**src/inc/acs_defs.vh**
```
`ifndef ACS_DEFS_VH
`define ACS_DEFS_VH

// ---------------------------------------------
// register offsets (byte addresses)
// ---------------------------------------------
`define ACS_OFF_CTRL 8'h00
`define ACS_OFF_CMD 8'h04
`define ACS_OFF_STAT 8'h08
`define ACS_OFF_RES0 8'h10
`define ACS_OFF_RES1 8'h14
`define ACS_OFF_RES2 8'h18
`define ACS_OFF_RES3 8'h1c

// ---------------------------------------------
// field positions and reset values
// ---------------------------------------------
`define ACS_CTRL_RES_LSB 0
`define ACS_CTRL_DIFF_BIT 3
`define ACS_CTRL_EN_LSB 4
`define ACS_RES_SEL_RST 3'h5
`define ACS_RES_SEL_MAX 3'h5
`define ACS_CH_EN_RST 4'hf
`define ACS_CMD_GO_BIT 0
`define ACS_STAT_BUSY_BIT 0
`define ACS_STAT_DONE_BIT 1

// ---------------------------------------------
// resolution and channel codes
// ---------------------------------------------
`define ACS_RES_MIN_BITS 4'h7
`define ACS_CH_IN0 2'h0
`define ACS_CH_IN1 2'h1
`define ACS_CH_TEMP 2'h2
`define ACS_CH_SUPPLY3 2'h3
`define ACS_CH_NONE 3'h4

// ---------------------------------------------
// timing
// ---------------------------------------------
`define ACS_PCLK_MHZ 8'h7d
`define ACS_SYS_MHZ 8'h20
`define ACS_SYS_DIV 4'h8
`define ACS_CONV_NS 250
`define ACS_SETTLE_CYC 5'h10

`endif

```
**src/hw/acs_clkdiv.v**
```verilog
`include "acs_defs.vh"

module acs_clkdiv (
    input wire clk, // bus clock
    input wire rst_n, // async reset, active low
    output reg conv_tick // one-cycle conversion clock enable
);

// ---------------------------------------------
// fractional system-clock rate, then divide by 8
// ---------------------------------------------
localparam [7:0] STEP = `ACS_SYS_MHZ;
localparam [7:0] WRAP = `ACS_PCLK_MHZ;
localparam [3:0] LAST = `ACS_SYS_DIV - 4'h1;

reg [7:0] acc_reg;
reg [2:0] div_reg;
wire [7:0] acc_sum = acc_reg + STEP;
wire sys_tick = (acc_sum >= WRAP);

always @(posedge clk or negedge rst_n) begin
    if (!rst_n) begin
        acc_reg <= 8'h00;
        div_reg <= 3'h0;
        conv_tick <= 1'b0;
    end else begin
        acc_reg <= sys_tick ? (acc_sum - WRAP) : acc_sum;
        conv_tick <= 1'b0;
        if (sys_tick) begin
            div_reg <= div_reg + 3'h1; // see RULE12
            conv_tick <= ({1'b0, div_reg} == LAST);
        end
    end
end

endmodule

```
**src/hw/acs_decim.v**
```verilog
module acs_decim (
    input wire clk, // bus clock
    input wire rst_n, // async reset, active low
    input wire tick, // conversion clock enable
    input wire start, // begin one conversion
    input wire [3:0] rate_log, // resolution in bits, 7..12
    input wire bit_in, // synchronised modulator bit
    output reg done, // result valid pulse
    output reg [12:0] val // signed result
);

// ---------------------------------------------
// incremental ones counter over 2**bits periods
// ---------------------------------------------
reg busy_reg;
reg [12:0] left_reg;
reg [12:0] ones_reg;
wire [12:0] rate = 13'h0001 << rate_log;
wire [12:0] half = rate >> 1;
wire [12:0] ones_nx = ones_reg + {12'h000, bit_in};
wire [12:0] diffv = ones_nx - half;
wire [12:0] maxv = half - 13'h0001;

always @(posedge clk or negedge rst_n) begin
    if (!rst_n) begin
        busy_reg <= 1'b0;
        left_reg <= 13'h0000;
        ones_reg <= 13'h0000;
        done <= 1'b0;
        val <= 13'h0000;
    end else begin
        done <= 1'b0;
        if (start) begin
            busy_reg <= 1'b1;
            left_reg <= rate; // see RULE1
            ones_reg <= 13'h0000;
        end else if (busy_reg && tick) begin
            ones_reg <= ones_nx;
            left_reg <= left_reg - 13'h0001; // see RULE13
            if (left_reg == 13'h0001) begin
                busy_reg <= 1'b0;
                done <= 1'b1;
                // full scale clips to +2**(n-1)-1
                val <= ($signed(diffv) > $signed(maxv)) ? maxv : diffv; // see RULE9 see RULE10
            end
        end
    end
end

endmodule

```
**src/hw/acs_top.v**
```verilog
// Contract
// RULE1: decimation rate is selectable and sets resolution from 7 to 12 bits.
// RULE2: the two pins work as two single-ended channels or one differential pair.
// RULE3: a read command runs a whole conversion sequence without host help.
// RULE4: channels are converted one after another in increasing order.
// RULE5: the on-chip temperature sensor can be selected as an input.
// RULE6: one third of the analog supply can be selected for battery monitoring.
// RULE7: differential mode converts the pair difference, which may be negative.
// RULE8: results are two's complement; single-ended results are never negative.
// RULE9: at 12 bits, +reference gives 2047 and -reference gives -2048.
// RULE10: single-ended full-scale code is reached when input equals the reference.
// RULE11: the positive reference is the internal 1.25 V reference.
// RULE12: conversion clock is the 32 MHz system clock divided by eight.
// RULE13: a conversion takes exactly as many conversion periods as the rate.
// RULE14: after a channel change wait 16 conversion cycles before converting.
// RULE15: hold sign-extended results until the sequence ends, then flag completion.
// RULE16: a read command during a running sequence is ignored.
`include "acs_defs.vh"

module acs_top (
    input wire pclk, // bus clock, 125 MHz
    input wire presetn, // async reset, active low
    input wire [7:0] paddr, // apb address
    input wire psel, // apb select
    input wire penable, // apb enable
    input wire pwrite, // apb direction
    input wire [31:0] pwdata, // apb write data
    output reg [31:0] prdata, // apb read data
    output reg pready, // apb ready
    output reg pslverr, // apb error
    input wire mod_bit, // modulator bitstream from analog core
    output reg [1:0] mux_sel, // analog input select
    output reg diff_mode, // pair as differential input
    output reg vref_int, // internal reference select
    output reg mod_run, // modulator running
    output reg seq_busy, // sequence in progress
    output reg seq_done // results ready
);

// ---------------------------------------------
// states
// ---------------------------------------------
localparam [2:0] ST_IDLE = 3'h0;
localparam [2:0] ST_PICK = 3'h1;
localparam [2:0] ST_SETTLE = 3'h2;
localparam [2:0] ST_CONV = 3'h3;
localparam [2:0] ST_WAIT = 3'h4;
localparam [2:0] ST_FIN = 3'h5;

reg [2:0] res_sel_reg;
reg [3:0] ch_en_reg;
reg [2:0] state_reg;
reg [1:0] idx_reg;
reg [2:0] last_ch_reg;
reg [4:0] settle_reg;
reg dec_start_reg;
wire [127:0] res_flat;
reg sync1_reg;
reg sync2_reg;
reg sync3_reg;
reg mod_stable_reg;
reg [31:0] rd_data;
reg rd_err;

wire conv_tick;
wire dec_done;
wire [12:0] dec_val;
wire [3:0] res_bits = {1'b0, res_sel_reg} + `ACS_RES_MIN_BITS;

// ---------------------------------------------
// apb decode
// ---------------------------------------------
wire acc_phase = psel & penable;
wire wr_fire = acc_phase & pready & pwrite;
wire cmd_go = wr_fire && (paddr == `ACS_OFF_CMD) && pwdata[`ACS_CMD_GO_BIT];
wire done_clr = wr_fire && (paddr == `ACS_OFF_STAT) && pwdata[`ACS_STAT_DONE_BIT];
wire ch_skip = !ch_en_reg[idx_reg] || (diff_mode && (idx_reg == `ACS_CH_IN1));
wire se_conv = !(diff_mode && (idx_reg == `ACS_CH_IN0));
wire seq_end = (state_reg == ST_FIN);

// ---------------------------------------------
// sub-blocks
// ---------------------------------------------
acs_clkdiv u_div (
    .clk(pclk),
    .rst_n(presetn),
    .conv_tick(conv_tick)
);

acs_decim u_dec (
    .clk(pclk),
    .rst_n(presetn),
    .tick(conv_tick),
    .start(dec_start_reg),
    .rate_log(res_bits),
    .bit_in(mod_stable_reg),
    .done(dec_done),
    .val(dec_val)
);

// ---------------------------------------------
// modulator bit synchroniser
// ---------------------------------------------
always @(posedge pclk or negedge presetn) begin
    if (!presetn) begin
        sync1_reg <= 1'b0;
        sync2_reg <= 1'b0;
        sync3_reg <= 1'b0;
        mod_stable_reg <= 1'b0;
    end else begin
        sync1_reg <= mod_bit;
        sync2_reg <= sync1_reg;
        sync3_reg <= sync2_reg;
        if (sync2_reg == sync3_reg) begin
            mod_stable_reg <= sync3_reg;
        end
    end
end

// ---------------------------------------------
// register read mux
// ---------------------------------------------
always @* begin
    rd_data = 32'h0000_0000;
    rd_err = 1'b0;
    case (paddr)
        `ACS_OFF_CTRL: begin
            rd_data[`ACS_CTRL_RES_LSB +: 3] = res_sel_reg;
            rd_data[`ACS_CTRL_DIFF_BIT] = diff_mode;
            rd_data[`ACS_CTRL_EN_LSB +: 4] = ch_en_reg;
        end
        `ACS_OFF_CMD: rd_data = 32'h0000_0000;
        `ACS_OFF_STAT: begin
            rd_data[`ACS_STAT_BUSY_BIT] = seq_busy;
            rd_data[`ACS_STAT_DONE_BIT] = seq_done;
        end
        `ACS_OFF_RES0: rd_data = res_flat[31:0];
        `ACS_OFF_RES1: rd_data = res_flat[63:32];
        `ACS_OFF_RES2: rd_data = res_flat[95:64];
        `ACS_OFF_RES3: rd_data = res_flat[127:96];
        default: rd_err = 1'b1;
    endcase
end

// ---------------------------------------------
// apb slave, one wait state
// ---------------------------------------------
always @(posedge pclk or negedge presetn) begin
    if (!presetn) begin
        pready <= 1'b0;
        prdata <= 32'h0000_0000;
        pslverr <= 1'b0;
    end else begin
        if (acc_phase && !pready) begin
            pready <= 1'b1;
            pslverr <= rd_err;
            prdata <= pwrite ? 32'h0000_0000 : rd_data;
        end else begin
            pready <= 1'b0;
            pslverr <= 1'b0;
        end
    end
end

// ---------------------------------------------
// configuration register
// ---------------------------------------------
always @(posedge pclk or negedge presetn) begin
    if (!presetn) begin
        res_sel_reg <= `ACS_RES_SEL_RST;
        ch_en_reg <= `ACS_CH_EN_RST;
        diff_mode <= 1'b0;
    end else begin
        // configuration is frozen while a sequence runs
        if (wr_fire && (paddr == `ACS_OFF_CTRL) && !seq_busy) begin
            if (pwdata[`ACS_CTRL_RES_LSB +: 3] > `ACS_RES_SEL_MAX) begin
                res_sel_reg <= `ACS_RES_SEL_MAX; // see RULE1
            end else begin
                res_sel_reg <= pwdata[`ACS_CTRL_RES_LSB +: 3]; // see RULE1
            end
            diff_mode <= pwdata[`ACS_CTRL_DIFF_BIT]; // see RULE2
            ch_en_reg <= pwdata[`ACS_CTRL_EN_LSB +: 4];
        end
    end
end

// ---------------------------------------------
// conversion sequencer
// ---------------------------------------------
always @(posedge pclk or negedge presetn) begin
    if (!presetn) begin
        state_reg <= ST_IDLE;
        idx_reg <= 2'h0;
        last_ch_reg <= `ACS_CH_NONE;
        settle_reg <= 5'h00;
        dec_start_reg <= 1'b0;
        mux_sel <= `ACS_CH_IN0;
        vref_int <= 1'b0;
        mod_run <= 1'b0;
        seq_busy <= 1'b0;
    end else begin
        dec_start_reg <= 1'b0;
        vref_int <= 1'b1; // see RULE11
        case (state_reg)
            ST_IDLE: begin
                if (cmd_go) begin
                    seq_busy <= 1'b1; // see RULE3
                    idx_reg <= 2'h0;
                    state_reg <= ST_PICK;
                end
            end
            ST_PICK: begin
                if (ch_skip) begin
                    idx_reg <= idx_reg + 2'h1; // see RULE4
                    if (idx_reg == `ACS_CH_SUPPLY3) begin
                        state_reg <= ST_FIN;
                    end
                end else begin
                    // temp sensor and supply/3 sit at codes 2 and 3
                    mux_sel <= idx_reg; // see RULE5 see RULE6
                    mod_run <= 1'b1;
                    settle_reg <= `ACS_SETTLE_CYC;
                    if ({1'b0, idx_reg} != last_ch_reg) begin
                        state_reg <= ST_SETTLE; // see RULE14
                    end else begin
                        state_reg <= ST_CONV;
                    end
                end
            end
            ST_SETTLE: begin
                if (conv_tick) begin
                    settle_reg <= settle_reg - 5'h01;
                    if (settle_reg == 5'h01) begin
                        state_reg <= ST_CONV; // see RULE14
                    end
                end
            end
            ST_CONV: begin
                dec_start_reg <= 1'b1;
                last_ch_reg <= {1'b0, idx_reg};
                state_reg <= ST_WAIT;
            end
            ST_WAIT: begin
                if (dec_done) begin
                    idx_reg <= idx_reg + 2'h1; // see RULE4
                    if (idx_reg == `ACS_CH_SUPPLY3) begin
                        state_reg <= ST_FIN;
                    end else begin
                        state_reg <= ST_PICK;
                    end
                end
            end
            ST_FIN: begin
                mod_run <= 1'b0;
                seq_busy <= 1'b0; // see RULE16
                state_reg <= ST_IDLE;
            end
            default: begin
                state_reg <= ST_IDLE;
            end
        endcase
    end
end

// ---------------------------------------------
// result store, one word per channel
// ---------------------------------------------
wire res_take = (state_reg == ST_WAIT) && dec_done;
wire [3:0] res_hit = 4'h1 << idx_reg;
// single-ended negatives clamp to zero, the pair difference stays signed
wire [31:0] res_word = (se_conv && dec_val[12]) ? 32'h0000_0000 : {{19{dec_val[12]}}, dec_val}; // see RULE7 see RULE8

genvar g;
generate
    for (g = 0; g < 4; g = g + 1) begin : g_res
        reg [31:0] word_reg;
        always @(posedge pclk or negedge presetn) begin
            if (!presetn) begin
                word_reg <= 32'h0000_0000;
            end else if (res_take && res_hit[g]) begin
                word_reg <= res_word; // see RULE15
            end
        end
        assign res_flat[32 * g +: 32] = word_reg;
    end
endgenerate

// ---------------------------------------------
// completion flag
// ---------------------------------------------
always @(posedge pclk or negedge presetn) begin
    if (!presetn) begin
        seq_done <= 1'b0;
    end else begin
        // completion wins over a clear in the same cycle
        if (seq_end) begin
            seq_done <= 1'b1; // see RULE15
        end else if (done_clr) begin
            seq_done <= 1'b0;
        end
    end
end

endmodule

```
**config.mk**
```make
export PLATFORM = sky130hd
export DESIGN_NAME = acs_top
export DESIGN_NICKNAME = d
export VERILOG_FILES = /design/src/hw/acs_clkdiv.v /design/src/hw/acs_decim.v /design/src/hw/acs_top.v
export VERILOG_INCLUDE_DIRS = /design/src /design/src/inc
export SDC_FILE = /design/constraint.sdc
export NUM_CORES = 1
export LEC_CHECK = 0
export ABC_AREA = 1
export ABC_CLOCK_PERIOD_IN_PS = 5100
export BUFFER_PORTS_ARGS = -buffer_cell sky130_fd_sc_hd__buf_2
export CORE_ASPECT_RATIO = 1.75
export CORE_UTILIZATION = 60
export DETAILED_ROUTE_END_ITERATION = 8
export GPL_ROUTABILITY_DRIVEN = 1
export PLACE_DENSITY = 0.9
export SLEW_MARGIN = 20
export SYNTH_ARGS = -nofsm -noshare
export SYNTH_HDL_FRONTEND = slang
export SYNTH_SLANG_ARGS = --single-unit
```
**constraint.sdc**
```tcl
create_clock -name pclk -period 5.1 [get_ports pclk]
set_input_delay 0.765 -clock pclk [delete_from_list [all_inputs] [get_ports pclk]]
set_output_delay 0.765 -clock pclk [all_outputs]
set_load 0.01 [all_outputs]
```
**After elaboration in Yosys (flattened, before gate mapping)**

Cells that the tools add are included.

- Add/sub/neg operators: 10
- $mul: 0
- Divide/modulo/power cells: 0
- Magnitude comparators: 4
- Equal/unequal tests: 25
- Shift operators: 2
- Multiplexer cells: 47
- Bitwise gates (word level): 5
- Reduce and logical (&&, ||, !) cells: 40

Operators with widths:

| operator | number |
|---|---|
| 24-bit case mux with 4 select lines | 1 |
| 13-bit 2-to-1 mux | 5 |
| 32-bit 2-to-1 mux | 2 |
| 8-bit by 5-bit equality test with 1-bit output (second input constant) | 4 |
| 6-bit case mux with 5 select lines | 1 |
| 3-bit 2-to-1 mux | 8 |
| 1-bit 2-to-1 mux | 17 |
| 1-bit logical AND | 16 |
| 3-bit case mux with 5 select lines | 1 |
| 13-bit by 1-bit adder with 13-bit output | 1 |
| 13-bit by 1-bit equality test with 1-bit output (second input constant) | 1 |
| 13-bit greater-than comparator | 1 |
| 1-bit by 4-bit << shifter with 13-bit output (first input constant) | 1 |
| 12-bit by 1-bit subtractor with 13-bit output (second input constant) | 1 |
| 13-bit by 1-bit subtractor with 13-bit output (second input constant) | 1 |
| 13-bit by 12-bit subtractor with 13-bit output | 1 |
| 2-bit case mux with 6 select lines | 1 |
| 2-bit nonzero test | 6 |
| 5-bit 2-to-1 mux | 2 |
| 5-bit case mux with 2 select lines | 1 |
| 3-bit equality test (second input constant) | 3 |
| 8-bit by 6-bit adder with 8-bit output (second input constant) | 1 |
| 8-bit by 3-bit equality test with 1-bit output (second input constant) | 1 |
| 8-bit by 4-bit equality test with 1-bit output (second input constant) | 1 |
| 37 further kinds | 55 |

- Flip-flop bits (word level): 247
- Bits in latches: 0
- RAM bits: 0
- Memory bits (read-only): 0
- Bits of input ports: 46
- Output and inout port bits: 41
- Word-level logic and storage cells: 165
- Memories: 0

**Logic depth before layout (Yosys ltp)**

- Word-level depth: 7
- Gate-level depth with buffers: 31
- Depth with buffers taken out: 31

**Modules after synthesis**

From an unflattened synthesis, not the netlist that was laid out.

- Cells, all modules: 1136
- Area, all modules: 9344.0 µm²

Modules (own cells, without submodules):

| module | instances | cells an instance | area an instance (µm²) | sequential area each (µm²) |
|---|---|---|---|---|
| acs_top | 1 | 552 | 5106.1 | 2486.1 |
| acs_decim | 1 | 490 | 3507.1 | 1026.0 |
| acs_clkdiv | 1 | 94 | 730.7 | 300.3 |

**Least setup slack after synthesis**

Ideal clock, no wire load.

- Kind: flip-flop to flip-flop
- Start: register mod_stable_reg
- End: register u_dec.val[6]
- Library setup time: 0.118 ns
- Arrival: 3.544 ns
- Data required time: 4.982 ns
- Path slack: 1.438 ns
- Stages on the path, launching flop included: 30
- Path buffers: 1
- Period minus slack after synthesis: 3.662 ns
- Path through: dfrtp_1 -> ha_1 -> ha_1 -> nand2_1 -> nor2_1 -> nand2_1 -> inv_1 -> nand2_1 -> xor2_1 -> inv_1 -> ha_1 -> nand2_1 -> nor2_1 -> nand3_1 -> nand3_1 -> nand2_1 -> nand2_1 -> inv_1 -> ha_1 -> nand2_1 -> inv_1 -> nand2_1 -> nand2_1 -> a21oi_1 -> nand3_2 -> nand3_4 -> buf_6 -> nand2_1 -> nand3_1 -> nand2_1

- Longest elaborated chain between the ends: 4

RTL lines:

| element | RTL line | RTL |
|---|---|---|
| start, declared | acs_top.v:61 | `reg mod_stable_reg;` |
| start signal, assigned | acs_top.v:115 | `mod_stable_reg <= sync3_reg;` |
| 13-bit by 1-bit adder with 13-bit output * | acs_decim.v:20 | `wire [12:0] ones_nx = ones_reg + {12'h000, bit_in};` |
| 13-bit by 12-bit subtractor with 13-bit output * | acs_decim.v:21 | `wire [12:0] diffv = ones_nx - half;` |
| 13-bit greater-than comparator | acs_decim.v:44 | `val <= ($signed(diffv) > $signed(maxv)) ? maxv : diffv;` |
| 13-bit 2-to-1 mux * | acs_decim.v:44 |  |
| end signal, assigned | acs_decim.v:44 |  |
| end, declared | acs_decim.v:9 | `output reg [12:0] val` |

Mark *: on every way between the ends. The rest lies on a longest branch, timed or not.
A chain may end at the register's enable or synchronous reset.

**Worst setup path after layout**

- Start: register mod_stable_reg
- End: register u_dec.val[1]

The elaborated chain is that of the path after synthesis.

==> flow_summary.ini <==
[outcome]
status = finished clean

[pwr]
vdd_drop_max_mv = 0.197
powerDensity_nw_per_um2 = 339
leakage_nw = 5.04

[cells_and_area]
mostFrequentLayoutCell = nand2_1
area_growth_pct = 11.0
drive_above_1_share = 0.151
nets = 1185
final_cell_mix = nand2_1 (265), inv_1 (145), dfrtp_1 (145), nor2_1 (75), o21ai_0 (66)
antenna_cells = 0
largest_reg_flops = 52
nFillCells = 1040
instances_no_fill = 1285

[cts]
cts_tree = done
cts_sinks = 152
cts_resized = 0
path_clk_slew_ps = 70
cts-root-buf = clkbuf_16
cts_max_path_buffers = 2
post-cts-setup-buffers = 0
cts_made_buffers = 17
htreeDepth = 4
clkLatencyLatePin_ps = 430
cts_hold_buf = 0

[place]
numPortBuffers = 62
dpl_worst_slack_ps = 861
finalWeightedCongestion = 0.929
dp_hpwl_um = 14300
dp_cells = 1253

[worst_hold_path]
hold_path.class = flop to flop

[route]
first_pass_iters = 7
wl_um = 20600
ant_nets = 0
wl_per_cell_um = 16.0
drt_iter0_drc = 539
drcViolationCount = 0
via_count = 7337
routed_via_density = 5.71

[worst_setup_path]
crit_path_max_incr_delay_ps = 380
cp_common_cell = nand2_1
cp.arrival_ps = 4830
slowest_stage = dfrtp_1
start_kind = flop
critPathKind = flop to flop
worst-path-buf-inv = 2
endpoint_kind = flop
cp_top_family = simple AND/OR/NAND/NOR gates
cp.required_ps = 5410
path_max_fanout = 13

[timing]
tightest_slew_ps = 991
finalSetupViolations = 0
fin_tns_setup_ps = 0
fin_skew_ps = 14.1
setup_slack_ps = 582
hold_viol_final = 0
slew-limit-headroom = 0.340
drv_slew = 0
period_share = 0.886
clock.fmax_ghz = 0.221
grt_setup_unrepaired = false
fin_crit_ps = 4520

[logic_synthesis]
synth-edff-count = 0
async_reset_ff_frac = 1.00
synth_cells = 1034
ys_ff_latch = 152
yosys_most_used_dff = dfrtp_1
yosysSeqAreaShare = 0.443
yosysWarningCount = 0
syn_area_per_cell_um2 = 8.32
syn-cell-area_um2 = 8600
ys_types = 52

[die]
core-area_um2 = 13900
dieWidth_um = 92.5
dieArea_um2 = 14800
initial_core_util = 0.619
row_count = 57
top_level_ports = 87
fp.dieH_um = 160

[flow_run]
maxCapViolCount = 0

[grt]
grt_overflow = 0
grt_usage = 0.292
grt_max_degree = 109
antenna_found_initial = 0
grt_pass1_vias = 7458
grt_pass1_wl_um = 34000
[layer usage]
layer,GRT usage,up-vias,wire [um]
met5,0,-,0
met4,0.189,0,1210
met3,0.0630,105,939
met2,0.543,276,11200
met1,0.283,3509,7210
li1,-,3447,-
[area by class of cell]
class                   instances  area, um^2  share of cell area
clock buffers                  18         439              0.0460
clock inverters                14         138              0.0144
inverters                     153         574              0.0601
multi-input cells             706        4030               0.422
flip-flops and latches        152        3810               0.399
well taps                     177         221              0.0232
repair buffers                 65         339              0.0355
[worst register-to-register path, delay by kind of cell, from the launching register on]
kind	cells	cell delay (ps)
AOI/OAI and AO/OA	4	940
xor gates and xnor gates	1	110
adders and majority gates	3	880
buffers and inverters	2	150
DFF	1	380
and+or+nand+nor	15	1940
[path summary, 6_finish.rpt]
path | slack, ps | to | from | cells after the start
min in group asynchronous | 440 | sync2_reg | presetn | 1
max reg2reg | 580 | u_dec.val[1] | mod_stable_reg | 25
max | 580 | u_dec.val[1] | mod_stable_reg | 25
max in group asynchronous | 3420 | last_ch_reg[2] | presetn | 2
min | 350 | sync2_reg | sync1_reg | 0
min reg2reg | 350 | sync2_reg | sync1_reg | 0
[power breakdown]
group | total, mW | switching, mW | internal, mW | leakage, nW
clock network | 1.21 | 0.555 | 0.656 | 0.276
logic | 0.632 | 0.416 | 0.216 | 2.79
registers | 1.40 | 0.0952 | 1.30 | 1.97
total | 3.24 | 1.07 | 2.17 | 5.04
[cell usage after synthesis, types with 9 or more instances]
library cell  instances  area (um^2)
a21oi_1              23          115
inv_1               145          544
buf_4                22          165
o22ai_1               9         56.3
nand4_1              21          131
nor2_2                9         56.3
dfrtp_1             145         3630
nand2_1             265          995
o21ai_0              66          330
ha_1                 43          538
mux2_2               35          394
xor2_1               24          210
nand3_1              39          195
nor3_1               13         65.1
nor2_1               76          285
[through the flow]
stage | total power [mW] | hold WS [ps] | cell area [um^2] | utilization
final | 3.24 | 350 | 9550 | 0.687
after global routing | 3.40 | 365 | 9550 | 0.687
after CTS | 3.23 | 356 | 9550 | 0.686
after detailed placement | 2.02 | 341 | 8970 | 0.645
after global placement | 1.99 | 334 | 8970 | 0.645
after floorplan | 1.85 | 331 | 8640 | -
[logic make-up after synthesis]
kind of cell               count (synthesis)  share of synthesized area
DFF                                      152                      0.443
other                                      2                   0.000873
AOI/OAI and AO/OA                        136                     0.0929
buffers and inverters                    187                     0.0940
xor gates and xnor gates                  31                     0.0316
and+or+nand+nor                          443                      0.222
muxes                                     38                     0.0497
adders and majority gates                 45                     0.0660
Note: power is estimated with default switching activity, not from simulation.
